<file path="src/rtl/imrc_pkg.sv">
// constants and carrier types for the two-wire mux route control block
// assumes the slave samples the serial bus with a much faster ref_clk
package imrc_pkg;

  // width of the one control byte
  localparam int unsigned IMRC_CTRL_W = 8;

  // bits in one serial byte, and the counter width that reaches it
  localparam int unsigned IMRC_CNT_W = 4;
  localparam logic [3:0] IMRC_BYTE_BITS = 4'h8;
  localparam logic [3:0] IMRC_CNT_ZERO = 4'h0;
  localparam logic [3:0] IMRC_CNT_ONE = 4'h1;

  // fixed upper five bits of the slave address byte
  localparam logic [4:0] IMRC_ADDR_PREFIX = 5'h1b;

  // read/write flag value that marks a write
  localparam logic IMRC_RW_WRITE = 1'h0;

  // number of switch banks
  localparam int unsigned IMRC_BANKS = 4;

  // control byte layout, bit 7 down to bit 0
  typedef struct packed {
    logic bank_g_routing_kind;     // bit 7
    logic bank_g_single_out_pick;  // bit 6
    logic bank_e_routing_kind;     // bit 5
    logic bank_e_single_out_pick;  // bit 4
    logic bank_c_routing_kind;     // bit 3
    logic bank_c_single_out_pick;  // bit 2
    logic bank_a_routing_kind;     // bit 1
    logic bank_a_single_out_pick;  // bit 0
  } imrc_ctrl_t;

  // power-up value: all kinds one, all picks zero
  localparam imrc_ctrl_t IMRC_CTRL_RESET = 8'haa;

  // routing kind encodings
  localparam logic IMRC_KIND_STRAIGHT = 1'h0;
  localparam logic IMRC_KIND_MUX = 1'h1;

  // inputs of one bank
  typedef struct packed {
    logic in_zero;
    logic in_one;
    logic fanout_in;
  } imrc_bank_in_t;

  // outputs of one bank; single_oe low means high-impedance
  typedef struct packed {
    logic single_out;
    logic single_oe;
    logic pair_out_zero;
    logic pair_out_one;
  } imrc_bank_out_t;

  // serial slave states, one-hot
  typedef enum logic [5:0] {
    IMRC_IDLE = 6'h01,
    IMRC_ADDR = 6'h02,
    IMRC_AACK = 6'h04,
    IMRC_DATA = 6'h08,
    IMRC_DACK = 6'h10,
    IMRC_SKIP = 6'h20
  } imrc_state_t;

endpackage

</file>
<file path="src/rtl/imrc_top.sv">
// two-wire serial slave that loads one control byte and routes four banks
// assumes ref_clk runs far faster than the serial clock; scl, sda and the
// address pins are asynchronous and are synchronised before use
//
// What this block does
// - four banks, two control bits each
// - byte bits: kind/pick for g,e,c,a banks
// - power-up: kinds one, picks zero
// - bank a pick zero: single follows input zero
// - bank a pick one: single follows input one
// - kind zero: single off, pairs swap inputs
// - bank c routes like bank a
// - bank e routes like bank a
// - bank g routes like bank a
// - four addresses chosen by two pins
// - address 11011, pin high, pin low, rw
// - sample data on serial clock rising edge
// - slave only: start, data, ack, stop
// - one data byte; later bytes not acked
// - byte takes effect only at stop
`timescale 1ns/1ps
`default_nettype none

module imrc_top
  import imrc_pkg::*;
(
  input wire logic ref_clk,                // block clock, 10 MHz
  input wire logic resetn,                 // synchronous reset, low
  input wire logic scl_pin,                // serial clock from master
  input wire logic sda_pin_in,             // serial data wire level
  output logic sda_pin_out,                // data drive value
  output logic sda_pin_oe,                 // high while pulling low
  input wire logic slave_addr_pin_low,     // address select, bit 1
  input wire logic slave_addr_pin_high,    // address select, bit 2
  input wire logic bank_a_in_zero,         // bank a input zero
  input wire logic bank_a_in_one,          // bank a input one
  input wire logic bank_a_fanout_in,       // bank a fan-out input
  input wire logic bank_c_in_zero,         // bank c input zero
  input wire logic bank_c_in_one,          // bank c input one
  input wire logic bank_c_fanout_in,       // bank c fan-out input
  input wire logic bank_e_in_zero,         // bank e input zero
  input wire logic bank_e_in_one,          // bank e input one
  input wire logic bank_e_fanout_in,       // bank e fan-out input
  input wire logic bank_g_in_zero,         // bank g input zero
  input wire logic bank_g_in_one,          // bank g input one
  input wire logic bank_g_fanout_in,       // bank g fan-out input
  output logic bank_a_single_out,          // bank a single output
  output logic bank_a_single_out_oe,       // low: single is high-z
  output logic bank_a_pair_out_zero,       // bank a pair output zero
  output logic bank_a_pair_out_one,        // bank a pair output one
  output logic bank_c_single_out,          // bank c single output
  output logic bank_c_single_out_oe,       // low: single is high-z
  output logic bank_c_pair_out_zero,       // bank c pair output zero
  output logic bank_c_pair_out_one,        // bank c pair output one
  output logic bank_e_single_out,          // bank e single output
  output logic bank_e_single_out_oe,       // low: single is high-z
  output logic bank_e_pair_out_zero,       // bank e pair output zero
  output logic bank_e_pair_out_one,        // bank e pair output one
  output logic bank_g_single_out,          // bank g single output
  output logic bank_g_single_out_oe,       // low: single is high-z
  output logic bank_g_pair_out_zero,       // bank g pair output zero
  output logic bank_g_pair_out_one,        // bank g pair output one
  output imrc_ctrl_t route_ctrl            // latched control byte
);

  // one bank's routing from its inputs and its two control bits
  function automatic imrc_bank_out_t imrc_route(
    input imrc_bank_in_t bin,
    input logic kind,
    input logic pick
  );
    imrc_bank_out_t bout;
    // kind outranks pick, so pick is a don't-care in straight routing
    if (kind == IMRC_KIND_MUX) begin
      // two-to-one onto single, fan-out to both pairs
      bout.single_out = pick ? bin.in_one : bin.in_zero;
      bout.single_oe = 1'h1;
      bout.pair_out_zero = bin.fanout_in;
      bout.pair_out_one = bin.fanout_in;
    end else begin
      // single floats, pairs take the inputs crossed over
      bout.single_out = 1'h0;
      bout.single_oe = 1'h0;
      bout.pair_out_zero = bin.in_one;
      bout.pair_out_one = bin.in_zero;
    end
    return bout;
  endfunction

  // synchroniser stages; stage one feeds only stage two
  logic scl_s1, scl_s2;             // serial clock stages
  logic sda_s1, sda_s2;             // serial data stages
  logic [1:0] adr_s1, adr_s2;       // address pin stages
  logic scl_d, sda_d;               // previous settled samples

  // two flops per asynchronous input, then one delay for edges
  always_ff @(posedge ref_clk) begin
    if (!resetn) begin
      scl_s1 <= 1'h1;
      scl_s2 <= 1'h1;
      sda_s1 <= 1'h1;
      sda_s2 <= 1'h1;
      adr_s1 <= 2'h0;
      adr_s2 <= 2'h0;
      scl_d <= 1'h1;
      sda_d <= 1'h1;
    end else begin
      scl_s1 <= scl_pin;
      scl_s2 <= scl_s1;
      sda_s1 <= sda_pin_in;
      sda_s2 <= sda_s1;
      adr_s1 <= {slave_addr_pin_high, slave_addr_pin_low};
      adr_s2 <= adr_s1;
      scl_d <= scl_s2;
      sda_d <= sda_s2;
    end
  end

  // bus events seen on the settled samples; both lines pass the same two
  // stages, so their order on the pins is kept and a data change in the
  // clock-low phase can never pass for a start or a stop
  logic scl_rise, scl_fall;         // serial clock edges
  logic start_seen, stop_seen;      // bus conditions

  // data moving while the clock is high marks start or stop
  assign scl_rise = scl_s2 & ~scl_d;
  assign scl_fall = ~scl_s2 & scl_d;
  assign start_seen = scl_s2 & scl_d & sda_d & ~sda_s2;
  assign stop_seen = scl_s2 & scl_d & ~sda_d & sda_s2;

  // expected address byte without its rw flag
  logic [6:0] own_addr;
  assign own_addr = {IMRC_ADDR_PREFIX, adr_s2};

  // slave state and its next values; the count is cleared only by a start
  // or by the address ack, and the skip state never counts, so a long run
  // of extra bytes cannot wrap round into a load
  imrc_state_t state, next_state;
  logic [IMRC_CNT_W-1:0] cnt, next_cnt;     // bits taken this byte
  logic [IMRC_CTRL_W-1:0] shift, next_shift; // incoming byte
  logic [IMRC_CTRL_W-1:0] held, next_held;   // byte awaiting stop
  logic held_ok, next_held_ok;              // a full byte is held
  imrc_ctrl_t ctrl, next_ctrl;              // live control byte
  logic ack_oe, next_ack_oe;                // pulling data low

  // next-state logic for the serial slave
  always_comb begin
    next_state = state;
    next_cnt = cnt;
    next_shift = shift;
    next_held = held;
    next_held_ok = held_ok;
    next_ctrl = ctrl;
    next_ack_oe = ack_oe;
    if (stop_seen) begin
      // a byte counts only once the master has stopped
      if (held_ok) begin
        next_ctrl = imrc_ctrl_t'(held);
      end
      next_held_ok = 1'h0;
      next_ack_oe = 1'h0;
      next_state = IMRC_IDLE;
    end else if (start_seen) begin
      // a start, repeated or not, always begins a new address
      next_cnt = IMRC_CNT_ZERO;
      next_held_ok = 1'h0;
      next_ack_oe = 1'h0;
      next_state = IMRC_ADDR;
    end else begin
      case (state)
        IMRC_IDLE: begin
          // nothing to do until a start
          next_ack_oe = 1'h0;
        end
        IMRC_ADDR: begin
          if (scl_rise) begin
            // shift on the rising clock edge
            next_shift = {shift[6:0], sda_s2};
            next_cnt = cnt + IMRC_CNT_ONE;
          end else if (scl_fall && cnt == IMRC_BYTE_BITS) begin
            // ack only our own address with a write flag
            if (shift[7:1] == own_addr &&
                shift[0] == IMRC_RW_WRITE) begin
              next_ack_oe = 1'h1;
              next_state = IMRC_AACK;
            end else begin
              next_state = IMRC_SKIP;
            end
          end
        end
        IMRC_AACK: begin
          // hold the ack low through one full clock pulse
          if (scl_fall) begin
            next_ack_oe = 1'h0;
            next_cnt = IMRC_CNT_ZERO;
            next_state = IMRC_DATA;
          end
        end
        IMRC_DATA: begin
          if (scl_rise) begin
            // data bits also sampled on the rising edge
            next_shift = {shift[6:0], sda_s2};
            next_cnt = cnt + IMRC_CNT_ONE;
          end else if (scl_fall && cnt == IMRC_BYTE_BITS) begin
            // keep the byte aside, not yet on the banks
            next_held = shift;
            next_held_ok = 1'h1;
            next_ack_oe = 1'h1;
            next_state = IMRC_DACK;
          end
        end
        IMRC_DACK: begin
          // after this ack every further byte is ignored
          if (scl_fall) begin
            next_ack_oe = 1'h0;
            next_state = IMRC_SKIP;
          end
        end
        IMRC_SKIP: begin
          // line left released, nothing shifted
          next_ack_oe = 1'h0;
        end
        default: begin
          // unknown code falls back to idle
          next_ack_oe = 1'h0;
          next_state = IMRC_IDLE;
        end
      endcase
    end
  end

  // registers of the serial slave; reset gives the default byte
  always_ff @(posedge ref_clk) begin
    if (!resetn) begin
      state <= IMRC_IDLE;
      cnt <= IMRC_CNT_ZERO;
      shift <= 8'h00;
      held <= 8'h00;
      held_ok <= 1'h0;
      ctrl <= IMRC_CTRL_RESET;
      ack_oe <= 1'h0;
    end else begin
      state <= next_state;
      cnt <= next_cnt;
      shift <= next_shift;
      held <= next_held;
      held_ok <= next_held_ok;
      ctrl <= next_ctrl;
      ack_oe <= next_ack_oe;
    end
  end

  // open-drain data: only ever pulls low
  assign sda_pin_out = 1'h0;
  assign sda_pin_oe = ack_oe;
  assign route_ctrl = ctrl;

  // bank inputs and outputs gathered for the routing loop
  imrc_bank_in_t bin [IMRC_BANKS];
  imrc_bank_out_t bout [IMRC_BANKS];
  logic [IMRC_BANKS-1:0] kind_bits;   // routing kind per bank
  logic [IMRC_BANKS-1:0] pick_bits;   // single pick per bank

  // bank order a, c, e, g from the byte's low pair upward
  assign kind_bits = {ctrl.bank_g_routing_kind,
                      ctrl.bank_e_routing_kind,
                      ctrl.bank_c_routing_kind,
                      ctrl.bank_a_routing_kind};
  assign pick_bits = {ctrl.bank_g_single_out_pick,
                      ctrl.bank_e_single_out_pick,
                      ctrl.bank_c_single_out_pick,
                      ctrl.bank_a_single_out_pick};

  assign bin[0] = {bank_a_in_zero, bank_a_in_one, bank_a_fanout_in};
  assign bin[1] = {bank_c_in_zero, bank_c_in_one, bank_c_fanout_in};
  assign bin[2] = {bank_e_in_zero, bank_e_in_one, bank_e_fanout_in};
  assign bin[3] = {bank_g_in_zero, bank_g_in_one, bank_g_fanout_in};

  // the data path stays combinational: these are fast signal switches,
  // and only their control comes from flops
  genvar b;
  generate
    for (b = 0; b < IMRC_BANKS; b++) begin : g_bank
      assign bout[b] = imrc_route(bin[b], kind_bits[b], pick_bits[b]);
    end
  endgenerate

  // bank outputs to their pins; limitation: a disabled single output reads
  // low here, so users must look at its enable, not at its value
  assign {bank_a_single_out, bank_a_single_out_oe,
          bank_a_pair_out_zero, bank_a_pair_out_one} = bout[0];
  assign {bank_c_single_out, bank_c_single_out_oe,
          bank_c_pair_out_zero, bank_c_pair_out_one} = bout[1];
  assign {bank_e_single_out, bank_e_single_out_oe,
          bank_e_pair_out_zero, bank_e_pair_out_one} = bout[2];
  assign {bank_g_single_out, bank_g_single_out_oe,
          bank_g_pair_out_zero, bank_g_pair_out_one} = bout[3];

endmodule

`default_nettype wire

</file>
<file path="config.mk">
export PLATFORM = sky130hd
export DESIGN_NAME = imrc_top
export DESIGN_NICKNAME = d
export VERILOG_FILES = /design/src/rtl/imrc_pkg.sv /design/src/rtl/imrc_top.sv
export SDC_FILE = /design/constraint.sdc
export NUM_CORES = 1
export LEC_CHECK = 0
export ABC_AREA = 1
export BUFFER_PORTS_ARGS = -buffer_cell sky130_fd_sc_hd__buf_2
export CAP_MARGIN = 30
export CELL_PAD_IN_SITES_DETAIL_PLACEMENT = 1
export CELL_PAD_IN_SITES_GLOBAL_PLACEMENT = 1
export CORE_MARGIN = 8
export CORE_UTILIZATION = 35
export DETAILED_ROUTE_END_ITERATION = 12
export PLACE_DENSITY_LB_ADDON = 0.05
export SLEW_MARGIN = 20
export SYNTH_ARGS = -nofsm -noshare
export SYNTH_HDL_FRONTEND = slang
export SYNTH_SLANG_ARGS = --single-unit
</file>
<file path="constraint.sdc">
create_clock -name ref_clk -period 1.8 [get_ports ref_clk]
set_input_delay 0.09 -clock ref_clk [delete_from_list [all_inputs] [get_ports ref_clk]]
set_output_delay 0.09 -clock ref_clk [all_outputs]
set_load 0.005 [all_outputs]
</file>
== Yosys cells after proc, flatten, opt, wreduce, memory -nomap -nowiden ==
Cells that the tools add are included.
Storage, ports and cells
  register bits: 46
  bits of input ports: 18
  word-level logic and storage cells: 109
Cells by class
  add/subtract/negate cells: 1
  eq/ne operators: 24
  mux-type cells: 28
  bitwise operators: 17
  reduce and logical (&&, ||, !) cells: 16
Operators with widths (count)
  6-bit 2-to-1 mux: 7
  6-bit case mux with 5 select lines: 1
  4-bit 2-to-1 mux: 7
  3-bit != test (second input constant): 6
  2-bit != test (second input constant): 7
  7-bit AND reduction: 2
  1-bit 2-to-1 mux: 10
  1-bit inverter: 10
  4-bit case mux with 2 select lines: 1
  4-bit AND reduction: 2
  2-bit OR reduction: 4
  1-bit bitwise AND: 7
  7-bit equality test: 1
  6-bit by 1-bit equality test with 1-bit output (second input constant): 1
  6-bit by 2-bit equality test with 1-bit output (second input constant): 1
  6-bit by 3-bit equality test with 1-bit output (second input constant): 1
  6-bit by 4-bit equality test with 1-bit output (second input constant): 1
  6-bit by 5-bit equality test with 1-bit output (second input constant): 1
  6-bit equality test (second input constant): 1
  6-bit AND reduction: 1
  5-bit AND reduction: 1
  4-bit by 1-bit adder with 4-bit output (second input constant): 1
  4-bit equality test (second input constant): 1
  2-bit by 1-bit != test with 1-bit output (second input constant): 2
  other kinds (8): 9

== Depth between registers and ports, before layout ==
  word-level depth: 7
  gate-level depth with buffers: 12

== Worst setup path before layout ==
No wires, ideal clock.
  path type: register to register
  start point: register cnt[0]
  end point: register state[2]
  library setup time: 113 ps
  arrival: 1210 ps
  required time: 1687 ps
  path slack: 477 ps
  cell stages (with the launch flop): 13
  path buffers: 0
  cells stage by stage: dfxtp_1 > inv_1 > ha_1 > nand2_1 > inv_1 > nand3_1 > nand2_1 > nand2_1 > nor2_1 > nand2_1 > nand2_1 > nand2_1 > nor2_1
On the way
  word-level cells in the longest chain between the ends: 4
RTL lines
  start: declaration: line imrc_top.sv:139  | logic [IMRC_CNT_W-1:0] cnt, next_cnt;
  start signal: assignment: line imrc_top.sv:244  | cnt <= next_cnt;
  4-bit equality test (*): line imrc_top.sv:180, imrc_top.sv:204
  1-bit logical AND (*): line imrc_top.sv:180, imrc_top.sv:204
  2-bit != test (no source line)
  7-bit AND reduction (no source line) (*)
  end signal: assignment: line imrc_top.sv:243  | state <= next_state;
  end: declaration: line imrc_top.sv:138  | imrc_state_t state, next_state;
Every way passes the cells marked *; elsewhere a longest branch is shown, timed or not.
A chain may end at the register's enable or synchronous reset.

== Worst setup path after layout ==
  start point: register state[2]
  end point: register shift[1]
On the way
  word-level cells in the longest chain between the ends: 3
RTL lines
  6-bit by 4-bit equality test with 1-bit output / 6-bit by 2-bit equality test with 1-bit output (equally long branches): line imrc_top.sv:170  | case (state)
  2-bit OR reduction (no source line) (*)
  4-bit AND reduction (no source line) (*)
  end signal: assignment: line imrc_top.sv:245  | shift <= next_shift;
  end: declaration: line imrc_top.sv:140  | logic [IMRC_CTRL_W-1:0] shift, next_shift;
Marks and branches as above.

==> results.tsv <==
metric	value	unit
cts_tree	done	
r2r_end	shift[1]	
pwr-share-clk	29.5	%
worstSetupStartpointType	flop	
cts_root_buffer	clkbuf_8	
path_delay_family	simple AND/OR/NAND/NOR gates	
reg2reg_from	state[2]	
antenna_cells	0	
area_growth	18.9	%
synth-compound-area-share	12.2	%
period_minus_slack	1.56	ns
ys_seq_elements	46	
port_buffers	42	
min_period_over_period	86.4	%
power.internal	1.48	mW
rsz0062_at_grt	false	
io_pins	44	
avgSynthCellArea	6.85	sq um
worst_path_most_repeated_cell	nand2_2	
syn_inst	308	
nets	375	
crit_chain	nor2_2, nand3_2, nand2_2, nand2_2, buf_4, clkinv_2, o21ai_0, a21oi_1	
synth_nets	328	
ys_seq_area_share	43.6	%
route.met2.wl	2200	um
hpwlAfterDp	4120	um
ant_nets	0	
clk_pin_slew	0.09	ns
hp-class	primary input to flop	
synthSimpleGateAreaFrac	32.1	%
p_seq_share	50.7	%
vias	1979	
reg2reg_slack	0.24	ns
swShare	31.4	%
synthXorXnorAreaFrac	0.830	%
hp-start	resetn	
critPathMaxStageDelay	0.34	ns
grt_pass1_wl	9180	um
drtPass1Iterations	4	
dieArea	8770	sq um
yosysWarningCount	0	
cp.required	2.04	ns
critPathBufInv	2	
cts_max_path_buffers	2	
synth.mux.area_fraction	0	%
synth_fa_ha_area_share	1.19	%
die-width	93.7	um
maxCapViolations	0	
worstRegToRegCells	8	
p_comb_share	19.8	%
p_switching	679	uW
cts_buffers	5	
placed_cell_area	2380	sq um
status	finished, final reports clean	
worstPathArrival	1.80	ns
synth_top_family_by_area	simple AND/OR/NAND/NOR gates	
slowest_stage	dfxtp_1	
gp_routability_congestion	0.795	
crit_type	flop to flop	
hold_viol_final	0	
routedLengthMet1	2790	um
gr-total-overflow	0	
syn_area	2110	sq um
p_per_area	862	nW/um^2
viasPerCell	4.59	
top_layer	met4	
drt_wl_total	5290	um
clk_latency	0.30	ns
wl_per_cell	12.3	um
maxSlewViolCount	0	
grt_use_total	12.8	%
ir_drop	311	uV
grt_max_degree	33	
tns	0	ns
setup_violations	0	
skew	0.00988	ns
holdPathEnd	route_ctrl[0]	
critPathMaxFanout	9	
cts.sinks	46	
holdPathStages	3	
drive_above_1_share	19.7	%
die_y	93.7	um
grt_antenna_before_repair	0	
fin_area	2510	sq um
power_leakage	1.23	nW
wl_met3	264	um
core	5890	sq um
rows	28	
crit_path_end_kind	flop	
fmax	643	MHz
drc	0	
critPathLaunch	state[2]	
start_util	35.9	%
nFillCells	782	
grt_pass1_vias	1992	
drt_iter0_drc	95	
post_cts_buffers	0	
synthDistinctLibCells	28	
cts_htree_levels	2	
## sequential cells by signal (all words and copies together) (netlist names), 2 cells and up
name,flops
adr_s1,2
adr_s2,2
cnt,4
held,8
route_ctrl,8
shift,8
state,6
## cell families (layout without fill, tap and decap cells)
group / Yosys count / count (layout)
AO/OA/AOI/OAI: 49 / 49
AND/OR/NAND/NOR: 160 / 160
flip-flops: 46 / 46
buffers and inverters: 48 / 96
other: 1 / 1
XOR/XNOR: 2 / 2
adder cells (fa/ha/maj): 2 / 2
## cell type report
class,instances,area (sq um),share of cell area (%)
clock inverters,3,21.3,0.847
flip-flops and latches,46,921,36.7
well taps,75,93.8,3.74
repair buffers,50,280,11.2
clock buffers,5,68.8,2.74
multi-input cells,214,981,39.1
inverters,38,144,5.73
## power by group through the flow
stage	combinational, mW	sequential (mW)	clock [mW]
detailed placement	0.419	1.12	0
global route	0.484	1.10	0.705
floorplan	0.295	1.11	0
CTS	0.428	1.10	0.666
finish	0.428	1.10	0.639
global placement	0.412	1.12	0
## metrics by stage
| step | util (%) | total power, mW | setup WS (ns) | hold slack [ns] | std cells |
|---|---|---|---|---|---|
| 6_report | 42.6 | 2.16 | 0.245 | 0.190 | 431 |
| 5_1_grt | 42.6 | 2.29 | 0.0707 | 0.238 | 431 |
| 4_1_cts | 42.6 | 2.19 | 0.251 | 0.193 | 431 |
| 3_5_place_dp | 40.4 | 1.54 | 0.264 | 0.279 | 419 |
| 3_3_place_gp | 40.4 | 1.53 | 0.275 | 0.274 | 419 |
| 2_1_floorplan | - | 1.41 | 0.477 | 0.188 | 308 |
## cell usage in the layout, fill, tap and decap left out, types with 5 or more instances in the layout
cell / Yosys / final
nand2_1: 68 / 68
nor2_1: 62 / 62
dfxtp_1: 46 / 46
buf_2: 1 / 42
inv_1: 35 / 35
o21ai_0: 27 / 27
a21oi_1: 17 / 17
nand3_1: 10 / 10
clkbuf_8: 0 / 5
## synthesized netlist by cell type
master,count,area share (%)
clkbuf_1,2,0.36
xor2_1,1,0.42
nand3_2,2,0.95
inv_2,1,0.18
dfxtp_1,46,44
buf_1,1,0.18
nor2_2,3,0.89
buf_2,1,0.24
o21ai_0,27,6.4
buf_6,1,0.53
ha_1,2,1.2
or2_2,4,1.2
xnor2_1,1,0.42
conb_1,1,0.18
inv_1,35,6.2
nand2_1,68,12
buf_4,5,1.8
clkinv_2,1,0.24
nand3_1,10,2.4
o211ai_1,4,1.4
nor3_1,3,0.71
clkinv_1,1,0.18
nor2_1,62,11
nor2_4,2,1.1
a21boi_0,1,0.36
nand2_2,3,0.89
a21oi_1,17,4.0
nand4_1,3,0.89
## worst min-delay path, stage by stage
cell and delay (ns):
buf_2 0.09, inv_1 0.13, a21oi_1 0.14
## per-layer routing
metal  vias up  GRT usage, %
met4         0          3.57
met1       893          16.7
met2        35          20.2
met3         4          3.28
met5         -             0
li1       1047             -
## how the worst max path moves through the flow
| stage | depth (start not counted) | endpoint | slack (ns) |
|---|---|---|---|
| 6_report | 8 | shift[1] | 0.24 |
| 5_1_grt | 6 | route_ctrl[0] | 0.07 |
| 4_1_cts | 8 | cnt[0] | 0.25 |
| 3_5_place_dp | 8 | cnt[0] | 0.26 |
| 3_3_place_gp | 8 | cnt[0] | 0.27 |
| 2_1_floorplan | 12 | state[2] | 0.48 |
## repair_timing
action / CTS / global route
setup endpoints to repair: 0 / 0
endpoints found under the hold margin: 4 / 0
gates resized for setup: 0 / 0
hold buffers: 4 / 0
No activity file was read; power rests on OpenSTA's default activity.
